<file path="src/rtl/ext_mem_pkg.sv">
/*
 * package of the external memory port block: register offsets, field
 * positions, reset values, timing counts and the struct types.
 * assumes a single 10 MHz system clock and an 8-bit register port.
 */
package ext_mem_pkg;

	// =====================================================
	// register map
	localparam logic [7:0] CONFIG_ADDR    = 8'h85;
	localparam logic [7:0] PAGE_ADDR      = 8'haa;
	localparam logic [7:0] CONFIG_RESET   = 8'h03;
	localparam logic [7:0] PAGE_RESET     = 8'h00;
	localparam logic [7:0] CONFIG_WMASK   = 8'h5f;
	localparam int         FIFO_DA_BIT    = 6;
	localparam int         MUX_SEL_BIT    = 4;
	localparam int         MODE_HI_BIT    = 3;
	localparam int         MODE_LO_BIT    = 2;
	localparam int         ALE_HI_BIT     = 1;
	localparam int         ALE_LO_BIT     = 0;

	// =====================================================
	// memory map
	localparam logic [15:0] ONCHIP_SIZE   = 16'h1000;
	localparam logic [15:0] FIFO_BASE     = 16'h0400;
	localparam logic [15:0] FIFO_LAST     = 16'h07ff;

	// =====================================================
	// timing in ns and system clock cycles
	localparam int CLK_NS          = 100;
	localparam int BASE_NS         = 400;
	localparam logic [3:0] BASE_CYCLES = 4'(BASE_NS / CLK_NS);

	typedef enum logic [1:0] {
		MODE_ONCHIP,
		MODE_SPLIT_NOBANK,
		MODE_SPLIT_BANK,
		MODE_OFFCHIP
	} mem_mode_type;

	typedef enum {
		ST_IDLE,
		ST_ALE_HIGH,
		ST_ALE_LOW,
		ST_STROBE,
		ST_TAIL
	} phase_type;

	typedef struct packed {
		logic        fifo_direct_access_en;
		logic        bus_mux_select;
		mem_mode_type memory_mode_select;
		logic [1:0]  latch_pulse_width_sel;
	} config_type;

	// cpu side request of one external move
	typedef struct packed {
		logic        start;
		logic        write;
		logic        short_addr;
		logic [15:0] addr;
		logic [7:0]  wdata;
	} move_req_type;

	// pin group: output and output enable (low drives)
	typedef struct packed {
		logic [7:0] out;
		logic [7:0] oe_n;
	} pin_byte_type;

endpackage

</file>
<file path="src/rtl/ext_mem_if.sv">
/*
 * external memory port: routes external moves on-chip or off-chip and
 * runs the pin sequence on ports 4..1 in multiplexed or separate mode.
 * assumes the cpu holds a request until DONE; pins pass an input sync.
 */
// Contract
// - pins are owned only during an off-chip move, then released.
// - data pin drivers are off during a read, except the multiplexed address phase.
// - open-drain or push-pull mode is left to port registers.
// - page register gives upper address byte for short moves.
// - config bit 4 selects multiplexed (0) or separate (1) bus.
// - config bits 3-2 select the memory mode.
// - config bits 7 and 5 read zero, writes ignored.
// - multiplexed mode shares low address and data pins, drives latch strobe.
// - first phase holds latch strobe high with low address shown.
// - latch strobe fall starts data phase with read or write strobe.
// - separate mode drives address and data on own pins.
// - signals sit on ports 4, 3, 2 and 1.
// - split modes send low addresses on-chip, higher ones off-chip.
// - short moves leave upper lines undriven unless bank select.
// - fifo direct access maps packet ram over 0x0400-0x07ff.
// - off-chip access takes 4 cycles plus timing, 5 or 7 least.
`timescale 1ns/1ns
`default_nettype none
module ext_mem_if
	import ext_mem_pkg::*;
(
	// clock and reset
	input  wire logic       CLOCK,
	input  wire logic       RSTN,
	// register port
	input  wire logic       SFR_WR,
	input  wire logic [7:0] SFR_ADDR,
	input  wire logic [7:0] SFR_WDATA,
	output var  logic [7:0] SFR_RDATA,
	// cpu move request
	input  wire move_req_type MOVE_REQ,
	output logic            MOVE_DONE,
	output logic [7:0]      MOVE_RDATA,
	output logic            ROUTE_ONCHIP,
	output logic            ROUTE_FIFO,
	// port 4 data or address/data pins
	input  wire logic [7:0] P4_IN,
	output pin_byte_type    P4_PIN,
	// port 3 low address, port 2 high address
	output pin_byte_type    P3_PIN,
	output pin_byte_type    P2_PIN,
	// port 1 strobes: bit 7 write, bit 6 read, bit 3 latch
	output pin_byte_type    P1_PIN
);

	typedef struct packed {
		phase_type    phase;
		logic [3:0]   cnt;
		logic [7:0]   d_sync1;
		logic [7:0]   d_sync2;
		logic         done;
		logic [7:0]   rdata;
		logic         onchip;
		logic         fifo;
		pin_byte_type p4;
		pin_byte_type p3;
		pin_byte_type p2;
		pin_byte_type p1;
	} if_state_type;

	if_state_type s_r;
	if_state_type s_nxt;
	config_type   cfg;
	logic [7:0]   page;
	logic [15:0]  eff_addr;
	logic         hit_fifo;
	logic         hit_onchip;
	logic [3:0]   ale_cycles;

	ext_mem_regs u_regs (
		.clk   (CLOCK),
		.rst_n (RSTN),
		.wr    (SFR_WR),
		.addr  (SFR_ADDR),
		.wdata (SFR_WDATA),
		.rdata (SFR_RDATA),
		.cfg   (cfg),
		.page  (page)
	);

	// =====================================================
	// address decode
	always_comb
	begin
		// short moves take the page byte as high address
		eff_addr = MOVE_REQ.short_addr ? {page, MOVE_REQ.addr[7:0]} : MOVE_REQ.addr;
		// fifo window overrides every memory mode
		hit_fifo = cfg.fifo_direct_access_en && eff_addr >= FIFO_BASE
			&& eff_addr <= FIFO_LAST;
		// split modes compare against on-chip size
		case (cfg.memory_mode_select)
			MODE_ONCHIP:       hit_onchip = 1'b1;
			MODE_SPLIT_NOBANK: hit_onchip = eff_addr < ONCHIP_SIZE;
			MODE_SPLIT_BANK:   hit_onchip = eff_addr < ONCHIP_SIZE;
			MODE_OFFCHIP:      hit_onchip = 1'b0;
			default:           hit_onchip = 1'b1;
		endcase
		// pulse width is field value plus one
		ale_cycles = {2'b00, cfg.latch_pulse_width_sel} + 4'd1;
	end

	// =====================================================
	// pin sequencer
	always_comb
	begin
		s_nxt = s_r;
		s_nxt.d_sync1 = P4_IN;
		s_nxt.d_sync2 = s_r.d_sync1;
		s_nxt.done = 1'b0;
		case (s_r.phase)
			ST_IDLE:
			begin
				if (MOVE_REQ.start && !s_r.done)
				begin
					s_nxt.onchip = hit_onchip || hit_fifo;
					s_nxt.fifo = hit_fifo;
					if (hit_onchip || hit_fifo)
						s_nxt.done = 1'b1;
					else
					begin
						// pins claimed for the off-chip move
						// port 1 strobes idle high, port 3 low address
						s_nxt.p1.out = 8'hff;
						// latch pin joins only in multiplexed mode
						s_nxt.p1.oe_n = 8'h3f;
						s_nxt.p3.out = eff_addr[7:0];
						s_nxt.p3.oe_n = cfg.bus_mux_select ? 8'h00 : 8'hff;
						// upper lines free for short moves without bank select
						s_nxt.p2.out = eff_addr[15:8];
						s_nxt.p2.oe_n = (MOVE_REQ.short_addr &&
							cfg.memory_mode_select != MODE_SPLIT_BANK) ? 8'hff : 8'h00;
						// config bit 4 picks the bus style
						if (!cfg.bus_mux_select)
						begin
							// latch strobe high with address shown
							s_nxt.p4.out = eff_addr[7:0];
							s_nxt.p4.oe_n = 8'h00;
							s_nxt.p1.out[3] = 1'b1;
							s_nxt.p1.oe_n[3] = 1'b0;
							s_nxt.cnt = ale_cycles;
							s_nxt.phase = ST_ALE_HIGH;
						end
						else
						begin
							// data on own pins, no latch
							s_nxt.p4.out = MOVE_REQ.wdata;
							s_nxt.p4.oe_n = MOVE_REQ.write ? 8'h00 : 8'hff;
							s_nxt.cnt = BASE_CYCLES - 4'd1;
							s_nxt.phase = ST_STROBE;
						end
					end
				end
			end
			ST_ALE_HIGH:
			begin
				s_nxt.cnt = s_r.cnt - 4'd1;
				if (s_r.cnt == 4'd1)
				begin
					// latch strobe falls, second phase begins
					s_nxt.p1.out[3] = 1'b0;
					s_nxt.cnt = ale_cycles;
					s_nxt.phase = ST_ALE_LOW;
				end
			end
			ST_ALE_LOW:
			begin
				s_nxt.cnt = s_r.cnt - 4'd1;
				if (s_r.cnt == 4'd1)
				begin
					// read releases the shared data pins
					s_nxt.p4.out = MOVE_REQ.wdata;
					s_nxt.p4.oe_n = MOVE_REQ.write ? 8'h00 : 8'hff;
					s_nxt.cnt = BASE_CYCLES - 4'd1;
					s_nxt.phase = ST_STROBE;
				end
			end
			ST_STROBE:
			begin
				// one strobe cycle plus four base cycles
				if (MOVE_REQ.write)
					s_nxt.p1.out[7] = 1'b0;
				else
					s_nxt.p1.out[6] = 1'b0;
				s_nxt.phase = ST_TAIL;
			end
			ST_TAIL:
			begin
				s_nxt.p1.out[7] = 1'b1;
				s_nxt.p1.out[6] = 1'b1;
				// two sync flops: the byte seen at the strobe edge arrives here
				if (s_r.cnt == BASE_CYCLES - 4'd3 && !MOVE_REQ.write)
					s_nxt.rdata = s_r.d_sync2;
				s_nxt.cnt = s_r.cnt - 4'd1;
				if (s_r.cnt == 4'd0)
				begin
					// release every pin back to latches and crossbar
					// only enables released, drive mode untouched
					s_nxt.p1.oe_n = 8'hff;
					s_nxt.p2.oe_n = 8'hff;
					s_nxt.p3.oe_n = 8'hff;
					s_nxt.p4.oe_n = 8'hff;
					s_nxt.done = 1'b1;
					s_nxt.phase = ST_IDLE;
				end
			end
			default: s_nxt.phase = ST_IDLE;
		endcase
	end

	always_ff @(posedge CLOCK)
	begin
		if (!RSTN)
		begin
			s_r.phase  <= ST_IDLE;
			s_r.cnt    <= 4'h0;
			s_r.d_sync1 <= 8'h00;
			s_r.d_sync2 <= 8'h00;
			s_r.done   <= 1'b0;
			s_r.rdata  <= 8'h00;
			s_r.onchip <= 1'b0;
			s_r.fifo   <= 1'b0;
			s_r.p4     <= {8'h00, 8'hff};
			s_r.p3     <= {8'h00, 8'hff};
			s_r.p2     <= {8'h00, 8'hff};
			s_r.p1     <= {8'h00, 8'hff};
		end
		else
			s_r <= s_nxt;
	end

	assign MOVE_DONE    = s_r.done;
	assign MOVE_RDATA   = s_r.rdata;
	assign ROUTE_ONCHIP = s_r.onchip;
	assign ROUTE_FIFO   = s_r.fifo;
	assign P4_PIN = s_r.p4;
	assign P3_PIN = s_r.p3;
	assign P2_PIN = s_r.p2;
	assign P1_PIN = s_r.p1;

endmodule
`default_nettype wire

</file>
<file path="src/rtl/ext_mem_regs.sv">
/*
 * register file of the external memory port: configuration and page
 * select registers behind the 8-bit special function register port.
 * assumes write and read strobes are synchronous to CLOCK.
 */
`timescale 1ns/1ns
`default_nettype none
module ext_mem_regs
	import ext_mem_pkg::*;
(
	input  wire logic       clk,
	input  wire logic       rst_n,
	input  wire logic       wr,
	input  wire logic [7:0] addr,
	input  wire logic [7:0] wdata,
	output var  logic [7:0] rdata,
	output var  config_type cfg,
	output var  logic [7:0] page
);

	typedef struct packed {
		logic [7:0] config_r;
		logic [7:0] page_r;
		logic [7:0] rdata_r;
	} regs_state_type;

	regs_state_type s_r;
	regs_state_type s_nxt;

	always_comb
	begin
		s_nxt = s_r;
		if (wr && addr == CONFIG_ADDR)
			s_nxt.config_r = wdata & CONFIG_WMASK;
		if (wr && addr == PAGE_ADDR)
			s_nxt.page_r = wdata;
		case (addr)
			CONFIG_ADDR: s_nxt.rdata_r = s_nxt.config_r;
			PAGE_ADDR:   s_nxt.rdata_r = s_nxt.page_r;
			default:     s_nxt.rdata_r = 8'h00;
		endcase
	end

	always_ff @(posedge clk)
	begin
		if (!rst_n)
		begin
			s_r.config_r <= CONFIG_RESET;
			s_r.page_r   <= PAGE_RESET;
			s_r.rdata_r  <= 8'h00;
		end
		else
			s_r <= s_nxt;
	end

	assign rdata = s_r.rdata_r;
	assign page  = s_r.page_r;
	assign cfg.fifo_direct_access_en = s_r.config_r[FIFO_DA_BIT];
	assign cfg.bus_mux_select        = s_r.config_r[MUX_SEL_BIT];
	assign cfg.memory_mode_select    = mem_mode_type'(s_r.config_r[MODE_HI_BIT:MODE_LO_BIT]);
	assign cfg.latch_pulse_width_sel = s_r.config_r[ALE_HI_BIT:ALE_LO_BIT];

endmodule
`default_nettype wire

</file>
<file path="config.mk">
export PLATFORM = sky130hd
export DESIGN_NAME = ext_mem_if
export DESIGN_NICKNAME = d
export VERILOG_FILES = /design/src/rtl/ext_mem_pkg.sv /design/src/rtl/ext_mem_if.sv /design/src/rtl/ext_mem_regs.sv
export SDC_FILE = /design/constraint.sdc
export NUM_CORES = 1
export LEC_CHECK = 0
export BUFFER_PORTS_ARGS = -buffer_cell sky130_fd_sc_hd__buf_4
export CAP_MARGIN = 10
export CORE_MARGIN = 2
export CORE_UTILIZATION = 47
export DETAILED_ROUTE_END_ITERATION = 12
export HOLD_SLACK_MARGIN = 0.1
export PLACE_DENSITY = 0.74
export SYNTH_ARGS = -nofsm -noshare
export SYNTH_HDL_FRONTEND = slang
export SYNTH_SLANG_ARGS = --single-unit
</file>
<file path="constraint.sdc">
create_clock -name CLOCK -period 2.43 [get_ports CLOCK]
set_input_delay 0.243 -clock CLOCK [delete_from_list [all_inputs] [get_ports CLOCK]]
set_output_delay 0.243 -clock CLOCK [all_outputs]
set_load 0.02 [all_outputs]
</file>
==> results.json, run 1 <==
{
  "p_int_mw": 2.334,
  "ys_types": 51,
  "synth_seq_area_share": 0.4103,
  "drt-pass1-iter-count": 5,
  "swShare": 0.2114,
  "placed_area_mm2": 0.005126,
  "hold_depth": 3,
  "power_density_mw_per_mm2": 539.1,
  "multi_input_area_mm2": 0.001917,
  "end_kind": "flip-flop",
  "reg2reg_depth": 6,
  "via_count": 3687,
  "via_per_inst": 5.237,
  "syn_inst": 501,
  "drive_gt1_frac": 0.3130,
  "seqCellArea_mm2": 0.001842,
  "netlist_area_mm2": 0.004489,
  "die-area_mm2": 0.01035,
  "worst-path-buf-inv": 1,
  "cpPeakStageDelay_ps": 560,
  "fin_worst_skew_ps": 14.34,
  "cts.sinks": 92,
  "cts_buffers": 9,
  "clk_latency_ps": 350,
  "cap_violations": 0,
  "rsz0062_at_grt": "false",
  "finalNetCount": 630,
  "layout_min_cycle_time_ps": 2272,
  "critPathMaxFanout": 12,
  "min_from": "SFR_WDATA[5]",
  "wirelength_um": 10260,
  "synth_edf_count": 0,
  "critPathRequiredTime_ps": 2670,
  "initial_core_util": 0.4858,
  "drc_errors": 0,
  "layout_commonest_cell": "buf_4",
  "critPathLaunchType": "flip-flop",
  "vdd_drop_max_mv": 0.3587,
  "avgSynthCellArea_um2": 8.961,
  "ant_nets": 0,
  "antenna_found_initial": 0,
  "hold_end": "u_regs.page[5]",
  "reg2reg_from": "u_regs.page[6]",
  "clkSlewWorstSetupHoldPaths_ps": 100,
  "clockBufferDepth": 2,
  "fp.dieW_um": 101.7,
  "gp_congestion": 0.9040,
  "status": "complete, no violations",
  "antenna_cells": 0,
  "root_buffer": "clkbuf_8",
  "finalPower_mw": 2.960,
  "path_class": "flip-flop to flip-flop",
  "synth_nets": 561,
  "worst_r2r_endpoint": "P4_PIN[12]",
  "grt_pass1_vias": 3426,
  "hold_viol": 0,
  "mostFrequentLayoutCells": "155 x buf_4, 92 x dfxtp_1, 48 x nor2_1",
  "synth_seq_cells": 92,
  "rows": 35,
  "p_sw_uw": 625.9,
  "drt_iter0_drc": 263,
  "wl_per_cell_um": 14.57,
  "p_leak_nw": 2.431,
  "yosys_warnings": 0,
  "min_period_over_period": 0.9351,
  "r2r_setup_slack_ps": 160,
  "layout.cell_area.non_filler_mm2": 0.005490,
  "port_buffers": 136,
  "area.growth.synth_to_final_pct": 22.30,
  "setup_viol": 0,
  "max_slew.worst_pin.slew_ps": 581.3,
  "worst_path_max_delay_cell": "or4b_1",
  "post-dp-hpwl_um": 7435,
  "pwr-share-seq": 0.517,
  "hp-class": "input port to flip-flop",
  "fillCellCount": 786,
  "fmax_ghz": 0.4401,
  "crit_chain": "or4b_1 -> o22ai_2 -> a221oi_4 -> buf_12 -> or2_1 -> a311oi_1",
  "cp_top_family": "simple AND/OR/NAND/NOR gates",
  "clkPwrFrac": 0.421,
  "grt_pass1_wl_um": 15890,
  "comb_power_share": 0.062,
  "async_reset_ff_frac": 0,
  "setup_ws_ps": 157.7,
  "core_area_mm2": 0.009240,
  "htree_num_levels": 3,
  "cts_tree": "done",
  "overflow": 0,
  "slew_viol_final": 0,
  "synth_flop_cell": "dfxtp_1",
  "pre_cts_ws_ps": 136.4,
  "ctsResizeCount": 0,
  "finalSetupTns_ps": 0,
  "ios": 137,
  "grt_usage": 0.1922,
  "maxSlewHeadroom": 0.6125,
  "die_y_um": 101.7,
  "crit_arrival_ps": 2520,
  "grt_max_degree": 55
}
==> power by group through the flow <==
stage	registers, mW	clock network (mW)	logic, mW
after global routing	1.53	1.34	0.198
after floorplan	1.57	0	0.0743
after detailed placement	1.56	0	0.173
after global placement	1.56	0	0.170
final	1.53	1.25	0.184
after CTS	1.53	1.27	0.183
==> layout make-up <==
cell class / instances / area share
Clock buffer: 10 / 0.02507
Clock inverter: 6 / 0.02028
Inverter: 10 / 0.006837
Multi-Input combinational cell: 292 / 0.3491
Sequential cell: 92 / 0.3355
Tap cell: 129 / 0.02940
Timing Repair Buffer: 165 / 0.2338
==> worst reg2reg max path, delay by kind of cell (launching register included) <==
kind | cells | cell delay (ps)
flip-flops | 1 | 380
AO/OA/AOI/OAI | 3 | 700
AND/OR/NAND/NOR | 2 | 910
buffers and inverters | 1 | 180
==> stage by stage <==
| step | hold WS (ps) | instances | utilization |
|---|---|---|---|
| 2_1_floorplan | 368.1 | 501 | - |
| 3_3_place_gp | 413.3 | 677 | 0.5548 |
| 3_5_place_dp | 417.9 | 677 | 0.5548 |
| 4_1_cts | 118.3 | 701 | 0.5904 |
| 5_1_grt | 126.4 | 704 | 0.5942 |
| 6_report | 131.3 | 704 | 0.5942 |
==> flip-flops by register name, indices dropped and copies added, names as in the netlist, 8 cells and up <==
name	count
s_nxt	8
s_r	15
MOVE_RDATA	8
P2_PIN	9
P3_PIN	9
P4_PIN	9
u_regs.page	8
u_regs.rdata	8
==> worst max path at each step <==
stage,startpoint,end,slack [ps],depth (start not counted)
floorplan,u_regs.cfg[2],P4_PIN[15],340,7
global placement,u_regs.cfg[2],P4_PIN[15],260,6
detailed placement,u_regs.cfg[2],P4_PIN[12],140,7
CTS,u_regs.cfg[2],P4_PIN[12],110,7
global route,s_r[92],MOVE_RDATA[4],120,7
finish,u_regs.page[6],P4_PIN[12],160,6
==> cell families after synthesis <==
kind of cell | Yosys count | share of synthesized area
buffers and inverters | 117 | 0.1653
AND/OR/NAND/NOR | 153 | 0.1717
flip-flops | 92 | 0.4103
multiplexers | 41 | 0.09142
adder cells (fa/ha/maj) | 7 | 0.01895
AO/OA/AOI/OAI | 90 | 0.1405
XOR/XNOR | 1 | 0.001951
==> layer usage <==
metal	routed length, µm	track usage	vias up
met4	160	0.06757	0
met5	0	0	-
li1	-	-	1810
met2	4934	0.3203	153
met3	828	0.04279	16
met1	4333	0.2446	1708
==> synth_stat cells, drive strengths merged, types with 2 or more instances <==
library cell  count  area (µm²)
ha                6       75.07
a311oi            9       85.08
mux2i            41       410.4
and3              2       12.51
o211ai            3       22.52
nand3            12       60.06
nor2             48       180.2
o22ai             9       62.56
o31ai             3       22.52
nand2            29       108.9
a22oi             5       37.54
o21ai            15       75.07
nor3             15       80.08
a211oi           12       90.09
clkbuf           22       82.58
a221oi            4       41.29
a21oi            16       80.08
inv              10       37.54
o21a              3       22.52
nor3b             7       52.55
buf              85       621.9
nor2b             4       25.02
nor4              2       18.77
o32ai             2       17.52
or3b              2       17.52
or3               3       18.77
nand4b            2       17.52
nand2b            4       25.02
a21o              2       15.01
and2             19       118.9
dfxtp            92        1842
==> repair_timing <==
item	CTS	global route
endpoints found under the setup margin	0	7
buffers inserted	0	3
endpoints found under the hold margin	8	0
hold buffers	8	0
Power figures use the tool's default switching activity.
==> run 2: changes to the inputs <==
--- a/config.mk
+++ b/config.mk
@@ -11,7 +11,7 @@
 export CORE_UTILIZATION = 47
 export DETAILED_ROUTE_END_ITERATION = 12
 export HOLD_SLACK_MARGIN = 0.1
-export PLACE_DENSITY = 0.74
+export PLACE_DENSITY = 0.73
 export SYNTH_ARGS = -nofsm -noshare
 export SYNTH_HDL_FRONTEND = slang
 export SYNTH_SLANG_ARGS = --single-unit
==> results.json, run 2 (synthesis gave the netlist of run 1 again) <==
{
  "status": "complete, no violations",
  "grt_max_degree": 43,
  "fmax_ghz": 0.4461,
  "ant_nets": 0,
  "vdd_drop_max_mv": 0.3419,
  "grt_pass1_wl_um": 16060,
  "drive_gt1_frac": 0.3070,
  "use_met3": 0.04210,
  "gp_congestion": 0.9878,
  "max_slew.worst_pin.slew_ps": 678.1,
  "mostFrequentLayoutCells": "151 x buf_4, 92 x dfxtp_1, 48 x nor2_1",
  "grt_util_met2": 0.3214,
  "layout_min_cycle_time_ps": 2242,
  "clkSlewWorstSetupHoldPaths_ps": 100,
  "ios": 137,
  "critPathRequiredTime_ps": 2690,
  "wirelength_um": 10060,
  "die-area_mm2": 0.01035,
  "area.growth.synth_to_final_pct": 19.62,
  "fp.dieW_um": 101.7,
  "rows": 35,
  "p_leak_nw": 2.370,
  "crit_chain": "inv_1 -> ha_1 -> o311ai_1 -> a221oi_4 -> buf_4 -> nor3_1 -> a311oi_1",
  "cts_tree": "done",
  "finalNetCount": 625,
  "initial_core_util": 0.4858,
  "top_register": "s_r",
  "critPathLaunchType": "flip-flop",
  "end_kind": "flip-flop",
  "cpPeakStageDelay_ps": 530,
  "maxSlewHeadroom": 0.5470,
  "via_per_inst": 5.153,
  "antenna_cells": 0,
  "via_count": 3602,
  "final_util": 0.5812,
  "grt.busiest_layer": "met2",
  "worst_path_max_delay_cell": "a221oi_4",
  "cap_violations": 0,
  "htree_num_levels": 3,
  "grt_pass1_vias": 3416,
  "worst-path-buf-inv": 2,
  "hp-class": "input port to flip-flop",
  "cts.sinks": 92,
  "antenna_found_initial": 0,
  "min_period_over_period": 0.9226,
  "drc_errors": 0,
  "setup_viol": 0,
  "core_area_mm2": 0.009240,
  "wl_per_cell_um": 14.40,
  "hold_viol": 0,
  "largest_reg_flops": 15,
  "critPathMaxFanout": 12,
  "clk_latency_ps": 360,
  "root_buffer": "clkbuf_8",
  "die_y_um": 101.7,
  "drt-pass1-iter-count": 5,
  "hold_buffers": 8,
  "overflow": 0,
  "power_density_mw_per_mm2": 492.9,
  "post-dp-hpwl_um": 7360,
  "grtUsageMet1": 0.2525,
  "layout_commonest_cell": "buf_4",
  "finalSetupTns_ps": 0,
  "port_buffers": 136,
  "rsz0062_at_grt": "false",
  "clockBufferDepth": 2,
  "path_class": "flip-flop to flip-flop",
  "ctsResizeCount": 0,
  "drt_iter0_drc": 198,
  "cts_buffers": 9,
  "crit_arrival_ps": 2500,
  "slew_viol_final": 0,
  "fin_worst_skew_ps": 13.79,
  "grt_usage": 0.1962,
  "postCtsSetupBuffers": 0,
  "cp_top_family": "compound AO/OA/AOI/OAI gates"
}
==> run 2: final timing paths <==
check / cells past startpoint / start / end / slack [ps]
min reg2reg: 1 / s_nxt[79] / s_r[79] / 430
max reg2reg: 7 / u_regs.cfg[2] / P4_PIN[13] / 190
min: 3 / SFR_WDATA[5] / u_regs.page[5] / 120
max: 7 / u_regs.cfg[2] / P4_PIN[13] / 190
==> run 2: worst min-delay path, cell delays in order <==
cell	delay (ps)
buf_4	80
mux2i_1	50
nor2_1	70
==> run 2: per-layer routing <==
metal / routed length, µm / up-vias / share of wire
met5: 0 / - / 0
met4: 157 / 0 / 0.016
met3: 659 / 16 / 0.065
met2: 4726 / 131 / 0.47
met1: 4519 / 1657 / 0.45
li1: - / 1798 / -
==> run 2: final cells by class <==
class | instances | area (µm²)
inverters | 10 | 37.54
repair buffers | 160 | 1234
fillers | 772 | 3870
clock buffers | 11 | 141.4
flip-flops and latches | 92 | 1842
well taps | 129 | 161.4
clock inverters | 5 | 37.54
multi-input cells | 292 | 1917
==> run 2: power breakdown <==
part	switching, mW	total, mW	internal (mW)
logic	0.0843	0.184	0.0999
clock network	0.532	0.934	0.402
registers	0.00522	1.53	1.52
total	0.621	2.65	2.03
==> run 2: per-stage QoR <==
step / instance area, µm² / cells / power [mW] / setup WS [ps] / hold slack, ps
4_1_cts: 5370 / 699 / 2.672 / 190.2 / 108.7
5_1_grt: 5370 / 699 / 2.763 / 4.997 / 106.5
3_3_place_gp: 5111 / 675 / 1.735 / 298.6 / 413.5
6_report: 5370 / 699 / 2.647 / 188.1 / 123.3
3_5_place_dp: 5111 / 675 / 1.737 / 223.7 / 409.7
2_1_floorplan: 4489 / 501 / 1.640 / 341.0 / 368.1
==> run 3: changes to the inputs <==
--- a/config.mk
+++ b/config.mk
@@ -8,10 +8,10 @@
 export BUFFER_PORTS_ARGS = -buffer_cell sky130_fd_sc_hd__buf_4
 export CAP_MARGIN = 10
 export CORE_MARGIN = 2
-export CORE_UTILIZATION = 47
+export CORE_UTILIZATION = 52
 export DETAILED_ROUTE_END_ITERATION = 12
 export HOLD_SLACK_MARGIN = 0.1
-export PLACE_DENSITY = 0.73
+export PLACE_DENSITY = 0.8
 export SYNTH_ARGS = -nofsm -noshare
 export SYNTH_HDL_FRONTEND = slang
 export SYNTH_SLANG_ARGS = --single-unit
==> results.json, run 3 (synthesis gave the netlist of run 1 again) <==
{
  "ios": 137,
  "worst-path-buf-inv": 0,
  "fin_worst_skew_ps": 9.355,
  "initial_core_util": 0.5409,
  "area.growth.synth_to_final_pct": 18.76,
  "clkSlewWorstSetupHoldPaths_ps": 100,
  "layout_min_cycle_time_ps": 2218,
  "grt_max_degree": 40,
  "worst_path_max_delay_cell": "or4b_1",
  "clkPwrFrac": 0.359,
  "hold_depth": 3,
  "crit_arrival_ps": 2470,
  "grt_usage": 0.2095,
  "grt_pass1_vias": 3423,
  "clockBufferDepth": 2,
  "rsz0062_at_grt": "false",
  "min_period_over_period": 0.9126,
  "cts_tree": "done",
  "max_slew.worst_pin.slew_ps": 633.8,
  "p_sw_uw": 659.2,
  "setup_viol": 0,
  "hold_end": "u_regs.page[7]",
  "r2r_setup_slack_ps": 210,
  "end_kind": "flip-flop",
  "path_class": "flip-flop to flip-flop",
  "gp_congestion": 0.9051,
  "final_cells": 675,
  "status": "complete, no violations",
  "ant_nets": 0,
  "htree_num_levels": 3,
  "comb_power_share": 0.069,
  "root_buffer": "clkbuf_8",
  "maxSlewHeadroom": 0.5769,
  "antenna_found_initial": 0,
  "core_area_mm2": 0.008299,
  "drc_errors": 0,
  "worst_r2r_endpoint": "P4_PIN[14]",
  "min_from": "SFR_WDATA[7]",
  "critPathMaxFanout": 8,
  "overflow": 0,
  "port_buffers": 136,
  "vdd_drop_max_mv": 0.3348,
  "grt_pass1_wl_um": 16300,
  "power_density_mw_per_mm2": 501.1,
  "critPathLaunchType": "flip-flop",
  "wl_per_cell_um": 14.75,
  "reg2reg_from": "u_regs.page[6]",
  "top_register": "s_r",
  "hp-class": "input port to flip-flop",
  "drt-pass1-iter-count": 4,
  "fmax_ghz": 0.4509,
  "drive_gt1_frac": 0.3070,
  "rows": 33,
  "via_count": 3596,
  "antenna_cells": 0,
  "layout_commonest_cell": "buf_4",
  "hold_viol": 0,
  "fp.dieW_um": 96.92,
  "cts.sinks": 92,
  "p_leak_nw": 2.368,
  "clk_latency_ps": 350,
  "critPathRequiredTime_ps": 2690,
  "swShare": 0.2467,
  "slew_viol_final": 0,
  "cpPeakStageDelay_ps": 540,
  "pwr-share-seq": 0.573,
  "via_per_inst": 5.327,
  "finalPower_mw": 2.672,
  "die_y_um": 96.92,
  "ctsResizeCount": 0,
  "drt_iter0_drc": 256,
  "reg2reg_depth": 5,
  "finalSetupTns_ps": 0,
  "crit_chain": "or4b_1 -> o22ai_2 -> a221oi_4 -> or2_1 -> a311oi_1",
  "largest_reg_flops": 15,
  "cp_top_family": "simple AND/OR/NAND/NOR gates",
  "mostFrequentLayoutCells": "152 x buf_4, 92 x dfxtp_1, 48 x nor2_1",
  "p_int_mw": 2.012,
  "finalNetCount": 625,
  "post-dp-hpwl_um": 7366,
  "die-area_mm2": 0.009393,
  "wirelength_um": 9953,
  "cts_buffers": 9,
  "cap_violations": 0,
  "place_inst": 651
}
-- run 3: layout make-up --
type	count	area [µm²]
fill	702	2968
multi-input combinational	292	1917
sequential	92	1842
timing repair buffer	160	1221
tap	105	131.4
clock buffer	9	123.9
clock inverter	7	58.81
inverter	10	37.54
-- run 3: layer usage --
metal | vias up | global-route usage | wire [µm]
met5 | - | 0 | 0
met4 | 0 | 0.06284 | 102
met3 | 12 | 0.05058 | 589
met2 | 115 | 0.3483 | 4852
met1 | 1672 | 0.2700 | 4408
li1 | 1797 | - | -
-- run 3: power groups by stage --
stage | Clock [mW] | Sequential (mW) | Combinational (mW)
after floorplan | 0 | 1.57 | 0.0743
after CTS | 0.985 | 1.53 | 0.183
after global routing | 1.04 | 1.53 | 0.199
after global placement | 0 | 1.56 | 0.170
after detailed placement | 0 | 1.56 | 0.173
final | 0.958 | 1.53 | 0.184
-- run 3: how the worst max path moves through the flow --
stage	slack, ps	to	cells past startpoint	start
2_1_floorplan	340	P4_PIN[15]	7	u_regs.cfg[2]
3_3_place_gp	340	P4_PIN[15]	6	MOVE_REQ[24]
3_5_place_dp	250	P4_PIN[14]	6	MOVE_REQ[24]
4_1_cts	230	P4_PIN[14]	5	u_regs.page[6]
5_1_grt	80	P4_PIN[13]	5	u_regs.page[4]
6_report	210	P4_PIN[14]	5	u_regs.page[6]
-- run 3: metrics by stage --
| stage | hold WS [ps] | setup WS [ps] | instance area [µm²] | util |
|---|---|---|---|---|
| after floorplan | 368.1 | 341.0 | 4489 | - |
| after global placement | 408.8 | 339.3 | 5069 | 0.6107 |
| after detailed placement | 412.9 | 254.5 | 5069 | 0.6107 |
| after CTS | 113.8 | 232.0 | 5331 | 0.6424 |
| after global routing | 112.5 | 80.23 | 5331 | 0.6424 |
| final | 128.4 | 212.4 | 5331 | 0.6424 |
-- run 3: worst register-to-register path: cells and delay by family, from the launching register on --
kind             cells  cell delay (ps)
AO/OA/AOI/OAI        3              850
AND/OR/NAND/NOR      2              920
flip-flops           1              350
-- run 3: repair_timing --
item	CTS	global route
endpoints found under the setup margin	0	0
endpoints found under the hold margin	8	0
hold buffers	8	0
setup buffers	0	0
